$ cat config.mk
export PLATFORM = sky130hd
export DESIGN_NAME = lat_regs
export DESIGN_NICKNAME = d
export VERILOG_FILES = /design/src/include/lat_pkg.sv /design/src/hw/lat_regs.sv
export VERILOG_INCLUDE_DIRS = /design/src /design/src/include
export SDC_FILE = /design/constraint.sdc
export NUM_CORES = 1
export LEC_CHECK = 0
export BUFFER_PORTS_ARGS = -buffer_cell sky130_fd_sc_hd__clkbuf_2
export CORE_ASPECT_RATIO = 1.5
export CORE_MARGIN = 3
export CORE_UTILIZATION = 35
export CTS_BUF_LIST = sky130_fd_sc_hd__clkbuf_8
export DETAILED_ROUTE_END_ITERATION = 8
export SYNTH_ARGS = -nofsm -noshare
export SYNTH_HDL_FRONTEND = slang
export SYNTH_SLANG_ARGS = --single-unit
$ cat constraint.sdc
create_clock -name pclk -period 6.2 [get_ports pclk]
set_input_delay 0 -clock pclk [delete_from_list [all_inputs] [get_ports pclk]]
set_output_delay 0 -clock pclk [all_outputs]
set_load 0.02 [all_outputs]
$ cat src/include/lat_defs.svh
// Register indices, reset values and field widths of the memory
// controller configuration bank. Assumes 32-bit APB, one word a register.
`ifndef LAT_DEFS_SVH
`define LAT_DEFS_SVH
// Register indices; byte address is four times the index
`define LAT_IDX_PRIO 16'hC009
`define LAT_IDX_STARVE 16'hC00A
`define LAT_IDX_PHY 16'hC01D
`define LAT_IDX_LMR 16'hC01E
`define LAT_IDX_EMR 16'hC01F
`define LAT_IDX_TIM1 16'hC020
`define LAT_IDX_TIM2 16'hC021
`define LAT_IDX_PAD_CLK 16'hD000
`define LAT_IDX_PAD_CKE 16'hD001
`define LAT_IDX_PAD_CS 16'hD002
`define LAT_IDX_PAD_WE 16'hD003
`define LAT_IDX_STATUS 16'hC0FF
// Field widths of each register (bits above read zero)
`define LAT_W_PRIO 6
`define LAT_W_STARVE 4
`define LAT_W_OPC 14
`define LAT_W_TIM1 24
`define LAT_W_TIM2 18
`define LAT_W_PAD 7
`define LAT_W_STATUS 16
// Reset values
`define LAT_RST_PRIO 6'h05
`define LAT_RST_STARVE 4'h4
`define LAT_RST_PHY 14'h2101
`define LAT_RST_LMR 14'h0034
`define LAT_RST_EMR 14'h0000
`define LAT_RST_TIM1 24'h33C30B
`define LAT_RST_TIM2 18'h0EE4B
`define LAT_RST_PAD 7'h10
// Timer bank size and width
`define LAT_NUM_TMR 8
`define LAT_TMR_W 6
`endif

$ cat src/include/lat_pkg.sv
// Types of the memory controller configuration bank.
// Assumes lat_defs.svh gives the field widths.
package lat_pkg;
  // Queue priorities, queue 1 above queue 0
  typedef struct packed {
    logic [2:0] q1;
    logic [2:0] q0;
  } lat_prio_t;
  // First timing word
  typedef struct packed {
    logic [2:0] twr;
    logic [5:0] txsr;
    logic [3:0] tras;
    logic [10:0] trefi;
  } lat_tim1_t;
  // Second timing word
  typedef struct packed {
    logic large_dev;
    logic [1:0] trrd;
    logic [4:0] trfc;
    logic [2:0] trp;
    logic [2:0] trcd;
    logic [3:0] trc;
  } lat_tim2_t;
  // Pad properties of one pin group
  typedef struct packed {
    logic schmitt;
    logic slew;
    logic [1:0] drive;
    logic [1:0] pull;
    logic rx_en;
  } lat_pad_t;
  // Words handed to the physical layer and mode loader
  typedef struct packed {
    logic [13:0] phy;
    logic [13:0] lmr;
    logic [13:0] emr;
    logic large_dev;
  } lat_cfg_t;
  // Timer slots
  typedef enum {
    LAT_T_RC, LAT_T_RRD, LAT_T_RCD, LAT_T_RAS,
    LAT_T_RP, LAT_T_WR, LAT_T_XSR, LAT_T_RFC
  } lat_tmr_t;
endpackage

$ cat src/hw/lat_regs.sv
// Configuration bank of the low-power DDR controller: arbiter,
// command timing guards, refresh pacing and pad properties.
// Assumes an APB master on pclk and memory clock equal to pclk.
// Functional notes
// - Two 3-bit queue priorities, zero lowest
// - Reset priorities: queue0 five, queue1 zero
// - Nonzero limit serves each queue within N
// - Limit zero disables guarantee; resets to four
// - Refresh interval 11-bit, resets to 779
// - Activate-to-precharge minimum, resets to 8
// - Self-refresh exit wait, resets to 39
// - Write recovery wait, resets to 1
// - Same-bank activate spacing, resets to 11
// - Activate-to-access delay, resets to 4
// - Precharge period before activate, resets 4
// - Refresh cycle wait, resets to 27
// - Bank-to-bank activate spacing, resets to 1
// - Bit 17 selects large device addressing
// - PHY control word resets to 0x2101
// - Mode opcode resets to 0x0034
// - Extended mode opcode resets to zero
// - Pad registers act while interface enabled
// - Drive strength field, resets to 8 mA
// - Pull field, resets to none
// - Schmitt, slew, receiver bits reset zero
//
// Our own choice: register access over APB.
`timescale 1ns/1ps
`include "lat_defs.svh"

module lat_regs #(
  parameter int ADDR_W = 18
) (
  // Clock and reset
  input wire logic pclk,
  input wire logic presetn,
  // APB slave
  input wire logic psel,
  input wire logic penable,
  input wire logic pwrite,
  input wire logic [ADDR_W-1:0] paddr,
  input wire logic [31:0] pwdata,
  output logic [31:0] prdata,
  output logic pready,
  output logic pslverr,
  // Queue arbitration
  input wire logic [1:0] q_req,
  input wire logic arb_take,
  output logic grant_valid,
  output logic grant_q1,
  // Command timing guards
  input wire logic cmd_act,
  input wire logic cmd_rdwr,
  input wire logic cmd_wr,
  input wire logic cmd_pre,
  input wire logic sr_exit,
  output logic act_ok,
  output logic rdwr_ok,
  output logic pre_ok,
  output logic refresh_req,
  output logic refresh_busy,
  // Physical layer and pads
  input wire logic mem_if_enable,
  output lat_pkg::lat_cfg_t cfg,
  output lat_pkg::lat_pad_t pad_clk,
  output lat_pkg::lat_pad_t pad_cke,
  output lat_pkg::lat_pad_t pad_cs,
  output lat_pkg::lat_pad_t pad_we
);

  // Programmed state
  lat_pkg::lat_prio_t prio; // Queue priorities
  logic [3:0] starve_lim; // Starvation limit
  logic [13:0] phy_word; // PHY control
  logic [13:0] lmr_opc; // Mode opcode
  logic [13:0] emr_opc; // Extended mode opcode
  lat_pkg::lat_tim1_t tim1; // First timing word
  lat_pkg::lat_tim2_t tim2; // Second timing word
  lat_pkg::lat_pad_t pad_r [4]; // Pad words, clk/cke/cs/we

  // Arbiter and timing state
  logic [3:0] wait0; // Grants to queue 1 while queue 0 waits
  logic [3:0] wait1; // Grants to queue 0 while queue 1 waits
  logic [10:0] refi_cnt; // Refresh interval countdown
  logic [`LAT_TMR_W-1:0] tmr [`LAT_NUM_TMR]; // Guard timers

  // Bus decode
  logic [15:0] idx; // Word index of the access
  logic hit; // Access maps to a register
  logic [31:0] rd_word; // Read value of the addressed word
  logic wr_en; // Write takes effect this edge
  logic [3:0] pad_sel; // One-hot pad register write
  logic starved0; // Queue 0 must be served next
  logic starved1; // Queue 1 must be served next
  logic pick1; // Arbiter picks queue 1
  logic [`LAT_NUM_TMR-1:0] tmr_load; // Timer restart strobes
  logic [`LAT_TMR_W-1:0] tmr_val [`LAT_NUM_TMR]; // Timer loads

  // Pad word, zero-extended to a bus word
  function automatic logic [31:0] padw(input lat_pkg::lat_pad_t p);
    padw = {{(32-`LAT_W_PAD){1'b0}}, p};
  endfunction

  // Starvation check for one queue
  function automatic logic starving(input logic req, input logic [3:0] w,
                                    input logic [3:0] lim);
    starving = req && (lim != 4'h0) && (w >= lim - 4'h1);
  endfunction

  // Wait counter update for one queue
  function automatic logic [3:0] next_wait(input logic req, input logic served,
                                           input logic [3:0] w);
    if (served || !req) begin
      next_wait = 4'h0;
    end else if (w != 4'hF) begin
      next_wait = w + 4'h1;
    end else begin
      next_wait = w;
    end
  endfunction

  // Address to register decode and read mux.
  // Every register is one aligned word; the two low address bits
  // must be zero or the access is refused with an error.
  // Reserved bits above each field read as zero, so software can
  // compare a read against what it wrote after masking the field.
  always_comb begin
    idx = paddr[17:2];
    hit = (paddr[1:0] == 2'b00);
    rd_word = 32'h0000_0000;
    unique case (idx)
      `LAT_IDX_PRIO: rd_word = {26'h0, prio};
      `LAT_IDX_STARVE: rd_word = {28'h0, starve_lim};
      `LAT_IDX_PHY: rd_word = {18'h0, phy_word};
      `LAT_IDX_LMR: rd_word = {18'h0, lmr_opc};
      `LAT_IDX_EMR: rd_word = {18'h0, emr_opc};
      `LAT_IDX_TIM1: rd_word = {8'h0, tim1};
      `LAT_IDX_TIM2: rd_word = {14'h0, tim2};
      `LAT_IDX_PAD_CLK: rd_word = padw(pad_r[0]);
      `LAT_IDX_PAD_CKE: rd_word = padw(pad_r[1]);
      `LAT_IDX_PAD_CS: rd_word = padw(pad_r[2]);
      `LAT_IDX_PAD_WE: rd_word = padw(pad_r[3]);
      // Live state: guards, last grant, wait counters
      `LAT_IDX_STATUS: rd_word = {16'h0, refresh_busy, act_ok, rdwr_ok,
                                  pre_ok, 3'h0, grant_q1, wait1, wait0};
      default: hit = 1'b0; // Unmapped word
    endcase
  end

  // Zero wait states; writes land at the access edge
  assign pready = 1'b1;
  assign wr_en = psel && penable && pwrite && hit;

  // Read data and error captured in the setup cycle
  always_ff @(posedge pclk or negedge presetn) begin
    if (!presetn) begin
      prdata <= 32'h0000_0000;
      pslverr <= 1'b0;
    end else if (psel && !penable) begin
      prdata <= (hit && !pwrite) ? rd_word : 32'h0000_0000;
      pslverr <= !hit;
    end
  end

  // Arbiter configuration
  always_ff @(posedge pclk or negedge presetn) begin
    if (!presetn) begin
      prio <= lat_pkg::lat_prio_t'(`LAT_RST_PRIO);
      starve_lim <= `LAT_RST_STARVE;
    end else if (wr_en) begin
      if (idx == `LAT_IDX_PRIO) begin
        prio <= lat_pkg::lat_prio_t'(pwdata[`LAT_W_PRIO-1:0]);
      end
      if (idx == `LAT_IDX_STARVE) begin
        starve_lim <= pwdata[`LAT_W_STARVE-1:0];
      end
    end
  end

  // PHY and mode register words
  always_ff @(posedge pclk or negedge presetn) begin
    if (!presetn) begin
      phy_word <= `LAT_RST_PHY;
      lmr_opc <= `LAT_RST_LMR;
      emr_opc <= `LAT_RST_EMR;
    end else if (wr_en) begin
      if (idx == `LAT_IDX_PHY) begin
        phy_word <= pwdata[`LAT_W_OPC-1:0];
      end
      if (idx == `LAT_IDX_LMR) begin
        lmr_opc <= pwdata[`LAT_W_OPC-1:0];
      end
      if (idx == `LAT_IDX_EMR) begin
        emr_opc <= pwdata[`LAT_W_OPC-1:0];
      end
    end
  end

  // Timing words; new counts apply to the next timer load
  always_ff @(posedge pclk or negedge presetn) begin
    if (!presetn) begin
      tim1 <= lat_pkg::lat_tim1_t'(`LAT_RST_TIM1);
      tim2 <= lat_pkg::lat_tim2_t'(`LAT_RST_TIM2);
    end else if (wr_en) begin
      if (idx == `LAT_IDX_TIM1) begin
        tim1 <= lat_pkg::lat_tim1_t'(pwdata[`LAT_W_TIM1-1:0]);
      end
      if (idx == `LAT_IDX_TIM2) begin
        tim2 <= lat_pkg::lat_tim2_t'(pwdata[`LAT_W_TIM2-1:0]);
      end
    end
  end

  // Pad register write select
  always_comb begin
    pad_sel = 4'h0;
    if (wr_en) begin
      pad_sel[0] = (idx == `LAT_IDX_PAD_CLK);
      pad_sel[1] = (idx == `LAT_IDX_PAD_CKE);
      pad_sel[2] = (idx == `LAT_IDX_PAD_CS);
      pad_sel[3] = (idx == `LAT_IDX_PAD_WE);
    end
  end

  // Pad words: 8 mA, no pull, all enables off at reset
  always_ff @(posedge pclk or negedge presetn) begin
    if (!presetn) begin
      for (int i = 0; i < 4; i++) begin
        pad_r[i] <= lat_pkg::lat_pad_t'(`LAT_RST_PAD);
      end
    end else begin
      for (int i = 0; i < 4; i++) begin
        if (pad_sel[i]) begin
          pad_r[i] <= lat_pkg::lat_pad_t'(pwdata[`LAT_W_PAD-1:0]);
        end
      end
    end
  end

  // Pads follow their words only while the interface is on;
  // otherwise they hold the reset properties so pins stay benign
  always_comb begin
    pad_clk = mem_if_enable ? pad_r[0] : lat_pkg::lat_pad_t'(`LAT_RST_PAD);
    pad_cke = mem_if_enable ? pad_r[1] : lat_pkg::lat_pad_t'(`LAT_RST_PAD);
    pad_cs = mem_if_enable ? pad_r[2] : lat_pkg::lat_pad_t'(`LAT_RST_PAD);
    pad_we = mem_if_enable ? pad_r[3] : lat_pkg::lat_pad_t'(`LAT_RST_PAD);
  end

  // Words for the physical layer and mode loader
  always_comb begin
    cfg.phy = phy_word;
    cfg.lmr = lmr_opc;
    cfg.emr = emr_opc;
    cfg.large_dev = tim2.large_dev;
  end

  // Queue selection
  always_comb begin
    starved0 = starving(q_req[0], wait0, starve_lim);
    starved1 = starving(q_req[1], wait1, starve_lim);
    if (starved0 && starved1) begin
      pick1 = (wait1 > wait0); // Longer waiter first; tie to queue 0
    end else if (starved0 || starved1) begin
      pick1 = starved1;
    end else begin
      // Higher value wins; tie to queue 0
      pick1 = q_req[1] && (!q_req[0] || (prio.q1 > prio.q0));
    end
  end

  // Grant register: one-cycle pulse per accepted transaction.
  // The granted queue is held between pulses so the engine can
  // read it late; only a new grant moves it.
  always_ff @(posedge pclk or negedge presetn) begin
    if (!presetn) begin
      grant_valid <= 1'b0;
      grant_q1 <= 1'b0;
    end else begin
      grant_valid <= arb_take && (q_req != 2'b00);
      if (arb_take && (q_req != 2'b00)) begin
        grant_q1 <= pick1;
      end
    end
  end

  // Starvation counters count only grants to the other queue.
  // They saturate rather than wrap, so a long wait never looks
  // like a fresh queue to the starvation check.
  always_ff @(posedge pclk or negedge presetn) begin
    if (!presetn) begin
      wait0 <= 4'h0;
      wait1 <= 4'h0;
    end else if (arb_take && (q_req != 2'b00)) begin
      wait0 <= next_wait(q_req[0], !pick1, wait0);
      wait1 <= next_wait(q_req[1], pick1, wait1);
    end else begin
      wait0 <= q_req[0] ? wait0 : 4'h0;
      wait1 <= q_req[1] ? wait1 : 4'h0;
    end
  end

  // Refresh pacing; counter reloads from the live interval.
  // A new interval takes effect only at the next reload, so a
  // shortened interval can lag by up to one old period.
  // The period is the interval count plus one cycle for the pulse.
  always_ff @(posedge pclk or negedge presetn) begin
    if (!presetn) begin
      refi_cnt <= 11'(`LAT_RST_TIM1 & 24'h0007FF); // Interval field only
      refresh_req <= 1'b0;
    end else if (refi_cnt == 11'h000) begin
      refi_cnt <= tim1.trefi;
      refresh_req <= 1'b1;
    end else begin
      refi_cnt <= refi_cnt - 11'h001;
      refresh_req <= 1'b0;
    end
  end

  // Timer restarts and their counts
  always_comb begin
    tmr_load = '0;
    tmr_load[lat_pkg::LAT_T_RC] = cmd_act;
    tmr_load[lat_pkg::LAT_T_RRD] = cmd_act;
    tmr_load[lat_pkg::LAT_T_RCD] = cmd_act;
    tmr_load[lat_pkg::LAT_T_RAS] = cmd_act;
    tmr_load[lat_pkg::LAT_T_RP] = cmd_pre;
    tmr_load[lat_pkg::LAT_T_WR] = cmd_wr;
    tmr_load[lat_pkg::LAT_T_XSR] = sr_exit;
    tmr_load[lat_pkg::LAT_T_RFC] = refresh_req;
    tmr_val[lat_pkg::LAT_T_RC] = {2'b00, tim2.trc};
    tmr_val[lat_pkg::LAT_T_RRD] = {4'h0, tim2.trrd};
    tmr_val[lat_pkg::LAT_T_RCD] = {3'h0, tim2.trcd};
    tmr_val[lat_pkg::LAT_T_RAS] = {2'b00, tim1.tras};
    tmr_val[lat_pkg::LAT_T_RP] = {3'h0, tim2.trp};
    tmr_val[lat_pkg::LAT_T_WR] = {3'h0, tim1.twr};
    tmr_val[lat_pkg::LAT_T_XSR] = tim1.txsr;
    tmr_val[lat_pkg::LAT_T_RFC] = {1'b0, tim2.trfc};
  end

  // Guard timers count down to zero after their command.
  // Single open-row view: same-bank and cross-bank spacing both
  // gate every activate, which is safe but not bank-aware.
  always_ff @(posedge pclk or negedge presetn) begin
    if (!presetn) begin
      for (int i = 0; i < `LAT_NUM_TMR; i++) begin
        tmr[i] <= '0;
      end
    end else begin
      for (int i = 0; i < `LAT_NUM_TMR; i++) begin
        if (tmr_load[i]) begin
          tmr[i] <= tmr_val[i];
        end else if (tmr[i] != '0) begin
          tmr[i] <= tmr[i] - 1'b1;
        end
      end
    end
  end

  // Command permissions from the timers.
  // These are advice only: a command issued early still reloads
  // its timers, so the engine must honour them itself.
  always_comb begin
    act_ok = (tmr[lat_pkg::LAT_T_RC] == '0) && (tmr[lat_pkg::LAT_T_RRD] == '0)
          && (tmr[lat_pkg::LAT_T_RP] == '0) && (tmr[lat_pkg::LAT_T_XSR] == '0)
          && (tmr[lat_pkg::LAT_T_RFC] == '0);
    rdwr_ok = (tmr[lat_pkg::LAT_T_RCD] == '0) && (tmr[lat_pkg::LAT_T_XSR] == '0)
           && (tmr[lat_pkg::LAT_T_RFC] == '0);
    pre_ok = (tmr[lat_pkg::LAT_T_RAS] == '0) && (tmr[lat_pkg::LAT_T_WR] == '0)
          && (tmr[lat_pkg::LAT_T_XSR] == '0);
    refresh_busy = (tmr[lat_pkg::LAT_T_RFC] != '0);
  end

endmodule

==> impl_metrics.csv, run 1 <==
group,metric,value,unit
run_status,outcome,"finished, final reports clean",
timing,hold_ws,70.52,ps
timing,min_period,3562,ps
synthesis,synthArstFlopShare,1.000,
worst_setup_path,critPathLaunchType,"flip-flop",
cts,cts_tree,"built",
worst_setup_path,path_max_fanout,8,
worst_hold_path,hp-class,"input pin to flip-flop",
global_route,grt_pass1_wl,50820,µm
timing,max_freq,280.7,MHz
timing,clock_skew,23.65,ps
timing,rsz0062_at_grt,"false",
layout,nets,1301,
synthesis,syn_area_per_cell,10.87,µm²
pwr,power_density,288.0,mW/mm²
pwr,power.total,3.851,mW
layout,multiInputGateArea,0.005285,mm²
global_route,antenna_found_initial,1,
synthesis,netlist.area_leader.share,0.4002,
drt,routed_wl,32570,µm
cts,cts_buffers,36,
layout,syn_to_final_growth,20.13,%
timing,fin_ws,2638,ps
drt,vias_per_cell,5.330,
synthesis,synth_cells,1024,
timing,relSlewSlack,0.2245,
timing,maxSlewViolCount,0,
worst_setup_path,worstSetupEndpointType,"flip-flop",
place,postPlaceCellArea,0.01229,mm²
synthesis,synthesis.area,0.01113,mm²
synthesis,yosysWarnings,0,
synthesis,synthFlopType,"dfrtp_1",
worst_setup_path,worstPathArrival,3990,ps
layout,n_fill_cell,3055,
synthesis,synth_enable_flop_cells,0,
die,start_util,0.3564,
drt,routedWlPerCell,19.79,µm
place,routabilityCongestion,0.9296,
synthesis,synthTopCellsByArea,"dfrtp_1 40%, mux2_2 14%, dfstp_2 9.2%, nand2_1 3.2%, ha_1 2.8%",
drt,drtAntennaViolNets,0,
synthesis,yosysSeqAreaShare,0.4922,
job,drv_cap,0,
drt,drcViolationCount,0,
die,die_w,151.6,µm
synthesis,yosys.area.top_type,"dfrtp_1",
layout,drive_gt1_frac,0.3476,
place,place_ws,3052,ps
die,fp.dieH,224.4,µm
die,die_area,0.03402,mm²
pwr,ir_drop,0.2023,mV
cts,h-tree-depth,2,
layout,seq_area,0.005479,mm²
timing,setup_viol,0,
cts,clk_path_buf_depth,3,
cts,cts_root_buf,"clkbuf_8",
synthesis,synth_common_cells,"178 x dfrtp_1, 138 x mux2_2, 96 x nand2_1",
die,core,0.03124,mm²
die,io_pins,176,
place,dp.final_hpwl,23340,µm
worst_setup_path,crit_type,"flip-flop to flip-flop",
synthesis,ys_types,66,
cts,cts.sinks,217,
die,fp-row-count,79,
global_route,grt-ovfl-total,0,
timing,timing_hold_violations_final,0,
timing,fin_crit_sh,0.5745,
layout,final_cell_area,0.01337,mm²
cts,worstSkewPairLatency,550,ps
timing,worst_slew_pin_slew,1155,ps
global_route,grt_usage,0.1926,
synthesis,ys_seq_elements,217,
cts,clk_pin_slew,60,ps
drt,drt_pass1_iterations,8,
global_route,grt_pass1_vias,9095,
pwr,total_leakage_power,6.241,nW
timing,setup-tns-final,0,ps
drt,vias,8774,
worst_setup_path,required,6620,ps
cts,cts_setup_buffers,0,
place,numPortBuffers,157,
synthesis,post-synth-top-count-cell,"dfrtp_1",
drt,drt_iter0_drc,448,
global_route,grt_max_degree,134,
## cell families (layout without fill, tap and decap cells)
group	count (synthesis)	count (layout)	share of synthesized area
AO/OA/AOI/OAI	185	185	0.1124
XOR/XNOR	26	26	0.02046
adder cells (fa/ha/maj)	26	26	0.02900
buffers and inverters	96	305	0.03732
flip-flops	217	217	0.4922
multiplexers	152	152	0.1578
other	2	10	0.0006747
AND/OR/NAND/NOR	320	320	0.1501
## cell usage in the layout (no fill, tap or decap), drive strengths merged, types with 4 or more instances in the layout
cell type / instances
or4: 4
dlygate4sd3: 35
mux2: 148
nor2b: 6
nand4: 11
or3: 18
a222oi: 6
and2: 31
nor3: 45
a32oi: 12
conb: 9
nor3b: 6
buf: 14
ha: 25
a22oi: 9
a21oi: 36
a22o: 15
nand2: 97
nor4: 14
a31o: 6
nor2: 38
o21ai: 55
dfstp: 39
xnor2: 23
nand2b: 15
and3: 9
inv: 51
o31ai: 10
dfrtp: 178
a221oi: 9
clkbuf: 200
nand3: 17
## where the power goes
group	internal (mW)	switching, mW
clock	0.685	0.585
sequential	1.58	0.130
combinational	0.377	0.494
total	2.64	1.21
## path summary, 6_finish.rpt
| check | startpoint | endpoint | slack, ps | depth (start not counted) |
|---|---|---|---|---|
| max | starve_lim[0] | wait0[1] | 2640 | 11 |
| min | psel | prdata[2] | 70 | 5 |
| max reg2reg | starve_lim[0] | wait0[1] | 2640 | 11 |
| min reg2reg | prdata[9] | prdata[9] | 480 | 2 |
| max in group asynchronous | presetn | pad_r[17] | 4810 | 3 |
| min in group asynchronous | presetn | prdata[23] | 170 | 2 |
## registers in the layout, indices dropped and copies added (netlist names)
signal	flops
grant_q1	1
wait1	4
phy_word	14
grant_valid	1
starve_lim	4
lmr_opc	14
tmr	48
prdata	24
cfg	1
emr_opc	14
pad_r	28
prio	6
refi_cnt	11
refresh_req	1
wait0	4
tim1	24
pslverr	1
tim2	17
## worst max-delay path: stages, from the launching register on
cell and delay (ps):
dfrtp_1 390, inv_1 100, ha_1 230, xnor2_1 230, ha_1 290, a21oi_1 110, o21ai_0 150, maj3_1 400
a211oi_2 560, nor3_1 140, o31a_1 290, dlygate4sd3_1 550
## layer usage
metal  vias to the layer above  routed length (µm)  global-route usage
met5                         -                   0                   0
met4                         0                1401             0.08964
met3                        79                1569             0.03064
met2                       254               17090              0.3399
met1                      4361               12510              0.2268
li1                       4080                   -                   -
## final cells by class
cell class / instances / share of cell area
Antenna cell: 1 / 0.0001871
Sequential cell: 217 / 0.4097
Timing Repair Buffer: 205 / 0.09301
Multi-Input combinational cell: 718 / 0.3952
Tap cell: 405 / 0.03790
Clock buffer: 44 / 0.04529
Inverter: 34 / 0.009544
Clock inverter: 22 / 0.009076
## per-stage QoR
step / std cells / utilization
after floorplan: 1031 / -
after global placement: 1544 / 0.3935
after detailed placement: 1544 / 0.3935
after CTS: 1645 / 0.4280
after global routing: 1646 / 0.4281
final: 1646 / 0.4281
## repair_timing
action                                  CTS  global route
hold endpoints to repair                257             0
hold buffers                             35             0
endpoints found under the setup margin    0             0
gates resized for setup                   0             0
No activity file was read; power rests on OpenSTA's default activity.
==> run 2, diff against run 1 <==
Settings changed: ABC_AREA set to 1.
Clock period 6.2 ns to 3.1 ns, I/O delays scaled along.
==> run 2 against run 1 <==
Against the previous run: flip-flop and latch count stayed put; routed wire length is 13% higher; clock power is 91% higher; global-route usage is 1.4 points higher; synthesized cell count is 49% higher; power is 79% higher; critical path depth stayed put; critical path type unchanged; critical endpoint is now wait0[2]; largest power group unchanged; highest routed layer unchanged.
==> impl_metrics.csv, run 2 <==
group,metric,value,unit
run_status,outcome,"finished, final reports clean",
timing,timing_hold_violations_final,0,
synthesis,syn_area_per_cell,7.603,µm²
worst_setup_path,worstPathArrival,2990,ps
place,numPortBuffers,157,
cts,cts_buffers,36,
layout,final_cell_mix,"699 x nand2_1, 178 x dfrtp_1, 169 x inv_1",
global_route,antenna_found_initial,2,
cts,cts_root_buf,"clkbuf_8",
drt,vias,10580,
die,core,0.03223,mm²
drt,drt_iter0_drc,718,
synthesis,yosysSeqAreaShare,0.4738,
worst_setup_path,reg2reg_to,"wait0[2]",
timing,setup_viol,0,
synthesis,synthFlopType,"dfrtp_1",
job,drv_cap,0,
layout,fin_cells,2170,
global_route,grt-ovfl-total,0,
synthesis,synth_common_cells,"699 x nand2_1, 178 x dfrtp_1, 150 x inv_1",
timing,fin_crit_sh,0.8271,
worst_setup_path,rr_startpoint,"starve_lim[0]",
die,die_w,154.4,µm
worst_setup_path,crit_type,"flip-flop to flip-flop",
pwr,pwr-share-comb,0.185,
worst_setup_path,path_max_fanout,7,
pwr,clock_power_share,0.352,
drt,routedWlPerCell,16.96,µm
drt,drtAntennaViolNets,0,
timing,clock_skew,25.44,ps
die,fp.dieH,228.6,µm
cts,ctsResizeCount,0,
timing,setup-tns-final,0,ps
drt,drt_pass1_iterations,5,
drt,routed_wl,36800,µm
timing,min_period,2564,ps
synthesis,netlist.area_leader.share,0.3852,
layout,post-route-util,0.4286,
pwr,total_leakage_power,7.856,nW
global_route,grt_pass1_wl,57840,µm
layout,reg_top3,"tmr (48), pad_r (28)",
layout,drive_gt1_frac,0.1735,
drt,drcViolationCount,0,
pwr,p_int,4.777,mW
global_route,grt_usage,0.2070,
cts,worstSkewPairLatency,550,ps
pwr,ir_drop,0.2071,mV
synthesis,synthesis.area,0.01156,mm²
worst_setup_path,critPathLaunchType,"flip-flop",
timing,rsz0062_at_grt,"false",
worst_setup_path,rr_worst_depth,11,
cts,clk_path_buf_depth,3,
global_route,grt_pass1_vias,10610,
synthesis,synthArstFlopShare,1.000,
die,io_pins,176,
timing,worst_slew_pin_slew,1006,ps
cts,clk_pin_slew,60,ps
worst_hold_path,hp-class,"input pin to async pin",
cts,cts_tree,"built",
layout,top_register,"tmr",
place,dp_cells,2065,
die,fp-row-count,80,
pwr,power.total,6.886,mW
timing,maxSlewViolCount,0,
die,die_area,0.03531,mm²
synthesis,synth_enable_flop_cells,0,
synthesis,synth_cells,1521,
worst_setup_path,ff2ff_setup_slack,540,ps
place,dp.final_hpwl,26910,µm
timing,relSlewSlack,0.3288,
worst_setup_path,worstSetupEndpointType,"flip-flop",
layout,syn_to_final_growth,19.46,%
synthesis,post-synth-top-count-cell,"nand2_1",
synthesis,yosys.area.top_type,"dfrtp_1",
synthesis,ys_seq_elements,217,
synthesis,yosysWarnings,0,
timing,hold_ws,80.36,ps
cts,cts.sinks,217,
timing,max_freq,390.0,MHz
place,routabilityCongestion,0.8742,
pwr,swShare,0.3062,
pwr,pwr-share-seq,0.463,
global_route,grt_max_degree,110,
pwr,power_density,498.4,mW/mm²
die,start_util,0.3588,
synthesis,synthTopCellsByArea,"dfrtp_1 39%, nand2_1 23%, dfstp_2 8.9%, inv_1 4.9%, nor2_1 3.3%",
layout,layout_commonest_cell,"nand2_1",
worst_setup_path,required,3530,ps
cts,h-tree-depth,2,
pwr,p_switching,2.108,mW
layout,nets,1820,
layout,largest_reg_flops,48,
drt,vias_per_cell,4.876,
synthesis,ys_types,48,
## run 2: cell count changes after synthesis, moves of 15 or more
cell	delta
nand2_1	+603
mux2_2	-138
inv_1	+116
nor2_1	+68
nand3_1	+36
and2_1	-31
nor3_1	-24
clkbuf_1	-21
or3_1	-18
o21ai_0	-16
nand2b_1	-15
## run 2: logic make-up (layout without fill, tap and decap cells)
| family | Yosys count | after routing | share of synthesized area |
|---|---|---|---|
| compound gates | 111 | 111 | 0.05604 |
| xor+xnor | 27 | 27 | 0.02045 |
| fa+ha+maj | 25 | 25 | 0.02705 |
| buf+inv | 206 | 436 | 0.07779 |
| flops | 217 | 217 | 0.4738 |
| other cells | 2 | 11 | 0.0006494 |
| simple gates | 933 | 933 | 0.3443 |
## run 2: cell type report
cell class	count	area (µm²)
Fill cell	3318	18420
Sequential cell	217	5479
Multi-Input combinational cell	1105	5220
Timing Repair Buffer	213	1324
Inverter	158	593.1
Clock buffer	43	591.8
Tap cell	410	513.0
Clock inverter	22	90.09
Antenna cell	2	5.005
## run 2: power by group through the flow
stage	Sequential [mW]	Combinational, mW	Clock (mW)
5_1_grt	3.21	1.45	2.61
2_1_floorplan	3.21	0.876	0
6_report	3.19	1.27	2.43
3_5_place_dp	3.23	1.24	0
3_3_place_gp	3.23	1.21	0
4_1_cts	3.19	1.29	2.49
## run 2: worst max path at each step
stage / endpoint / slack [ps] / from
floorplan: act_ok / 1060 / tmr[0]
global placement: tim1[17] / 910 / paddr[13]
detailed placement: tim1[20] / 900 / paddr[11]
CTS: act_ok / 500 / tmr[0]
global route: act_ok / 260 / tmr[0]
finish: wait0[2] / 540 / starve_lim[0]
## run 2: what timing repair did
| item | in CTS | in global routing |
|---|---|---|
| hold endpoints to repair | 282 | 0 |
| hold buffers | 38 | 0 |
| buffers inserted | 0 | 0 |
## run 2: per-stage QoR
stage	setup slack (ps)	area [µm²]
floorplan	1064	11590
global placement	908.9	12750
detailed placement	896.2	12750
CTS	501.2	13810
global route	263.9	13820
finish	535.9	13820
## run 2: critical path, stage by stage, from the launching register on
cell,delay [ps]
dfrtp_1,380
inv_1,190
ha_1,240
xnor2_1,180
ha_1,280
a21oi_1,160
a21oi_1,80
nand2_1,130
nand2_1,120
nand4_1,90
dlygate4sd3_1,550
nand2_1,60
## run 2: layer usage
metal | global-route usage | vias up | wire, µm
met5 | 0 | - | 0
met3 | 0.02955 | 105 | 1897
li1 | - | 5167 | -
met2 | 0.3607 | 344 | 18480
met1 | 0.2447 | 4965 | 14390
met4 | 0.1102 | 0 | 2028
==> run 3, diff against run 2 <==
Clock period 3.1 ns to 2.1 ns, I/O delays scaled along.
==> run 3 against run 2 <==
Against the previous run: the run now ends with setup timing left; routed wire length up 4.1%; power up 69%; flip-flop and latch count unchanged; non-clock buffer count up 53; cell count up 2.7%; critical path type is now flip-flop to output port; largest power group unchanged.
==> impl_metrics.csv, run 3 (same netlist as run 2, synthesis figures left out) <==
group,metric,value,unit
run_status,outcome,"finished, violations left",
run_status,violations,"setup timing",
timing,worst_slew_pin_slew,583.4,ps
timing,hold_ws,76.64,ps
worst_setup_path,crit_end,"pre_ok",
worst_setup_path,critPathLaunchType,"flip-flop",
layout,drive_gt1_frac,0.2296,
worst_hold_path,hp-class,"input pin to flip-flop",
layout,largest_reg_flops,48,
worst_setup_path,crit_type,"flip-flop to output port",
die,start_util,0.3588,
cts,cts_buffers,38,
layout,layout_commonest_cell,"nand2_1",
global_route,grt_max_degree,63,
drt,routedWlPerCell,17.19,µm
timing,fin_ws,-42.30,ps
global_route,antenna_found_initial,2,
drt,vias,10900,
worst_setup_path,path_max_fanout,4,
timing,min_period,2142,ps
worst_setup_path,rr_startpoint,"tmr[43]",
worst_setup_path,required,2100,ps
die,die_w,154.4,µm
global_route,use_met3,0.03163,
layout,reg_top3,"tmr (48), pad_r (28)",
die,io_pins,176,
layout,top_register,"tmr",
global_route,gr-usage-met1,0.2493,
pwr,power.total,11.64,mW
global_route,grt_pass1_vias,10800,
cts,worstSkewPairLatency,550,ps
global_route,top_usage_layer,"met2",
cts,cts.sinks,217,
worst_setup_path,ff2ff_setup_slack,90,ps
layout,post-route-util,0.4557,
drt,drt_pass1_iterations,6,
pwr,ir_drop,0.3562,mV
drt,drcViolationCount,0,
place,routabilityCongestion,0.8824,
worst_setup_path,reg2reg_to,"prdata[14]",
worst_setup_path,rr_worst_depth,12,
worst_setup_path,cp_cell_sequence,"inv_2 > ha_2 > nand2_2 > nor3_2 > buf_6 > clkinvlp_4 > nor3_4 > clkbuf_8",
timing,relSlewSlack,0.6086,
drt,routed_wl,38300,µm
cts,cts_tree,"built",
worst_hold_path,whs_path_depth,6,
global_route,grt_usage,0.2119,
timing,maxSlewViolCount,0,
pwr,power_density,792.5,mW/mm²
pwr,total_leakage_power,8.250,nW
cts,h-tree-depth,2,
job,drv_cap,0,
global_route,grt_pass1_wl,59070,µm
global_route,met2_usage,0.3805,
cts,clk_pin_slew,70,ps
worst_setup_path,slowest_stage,"dfrtp_1",
timing,rsz0062_at_grt,"true",
cts,cts_root_buf,"clkbuf_8",
layout,final_cell_mix,"689 x nand2_1, 177 x dfrtp_1, 153 x clkbuf_2",
place,numPortBuffers,157,
drt,drtAntennaViolNets,0,
place,dp.final_hpwl,27800,µm
global_route,grt-ovfl-total,0,
timing,timing_hold_violations_final,0,
layout,nets,1875,
worst_setup_path,max_stage_delay,410,ps
timing,max_freq,466.8,MHz
worst_setup_path,worstPathArrival,2140,ps
drt,vias_per_cell,4.893,
timing,fin_crit_sh,1.020,
cts,clk_path_buf_depth,3,
die,core,0.03223,mm²
die,fp-row-count,80,
layout,syn_to_final_growth,26.99,%
timing,clock_skew,11.93,ps
worst_setup_path,startpoint,"tmr[6]",
die,fp.dieH,228.6,µm
timing,setup_viol,2,
die,die_area,0.03531,mm²
worst_setup_path,worstSetupEndpointType,"output port",
drt,drt_iter0_drc,702,
-- run 3: final cells by class --
class	count	area (µm²)
inverter	158	596.8
tap	410	513.0
multi-input combinational	1105	5434
fill	3275	17540
clock inverter	18	147.6
antenna	2	5.005
timing repair buffer	266	1794
sequential	217	5480
clock buffer	52	715.7
-- run 3: timing repair --
action                     CTS  global route
resized for setup           31            39
gates cloned                 0             0
buffers inserted             6            18
setup endpoints to repair    4            16
hold endpoints to repair   370             0
pin swaps                    6            24
hold buffers                37             0
-- run 3: worst min path at each step --
stage,endpoint,start
after global routing,pslverr,paddr[1]
after floorplan,cfg[0],presetn
after detailed placement,pad_r[20],presetn
after global placement,pad_r[8],presetn
final,pslverr,psel
after CTS,pslverr,psel
-- run 3: per-stage QoR --
step | area [µm²] | TNS, ps | std cells | setup WS (ps)
2_1_floorplan | 11590 | 0 | 1528 | 63.95
3_3_place_gp | 13010 | 0 | 2095 | 112.4
3_5_place_dp | 13010 | 0 | 2095 | 19.97
4_1_cts | 14420 | -182.2 | 2208 | -111.8
5_1_grt | 14690 | -505.3 | 2228 | -165.9
6_report | 14690 | -83.66 | 2228 | -42.30
-- run 3: critical path, delay by kind of cell, from the launching register on --
kind | cells | cell delay [ps]
and+or+nand+nor | 3 | 460
adders and majority gates | 1 | 180
buffers and inverters | 4 | 550
DFF | 1 | 410
-- run 3: layer usage --
| metal | vias up | part of all wire | wire length, µm |
|---|---|---|---|
| met4 | 0 | 0.044 | 1676 |
| met3 | 90 | 0.055 | 2089 |
| met2 | 352 | 0.52 | 19990 |
| met1 | 5177 | 0.38 | 14540 |
| met5 | - | 0 | 0 |
| li1 | 5282 | - | - |
-- run 3: power by group --
part | internal [mW] | switching (mW) | total [mW]
combinational | 1.09 | 1.42 | 2.51
sequential | 4.49 | 0.255 | 4.75
clock | 2.57 | 1.82 | 4.38
total | 8.15 | 3.49 | 11.6
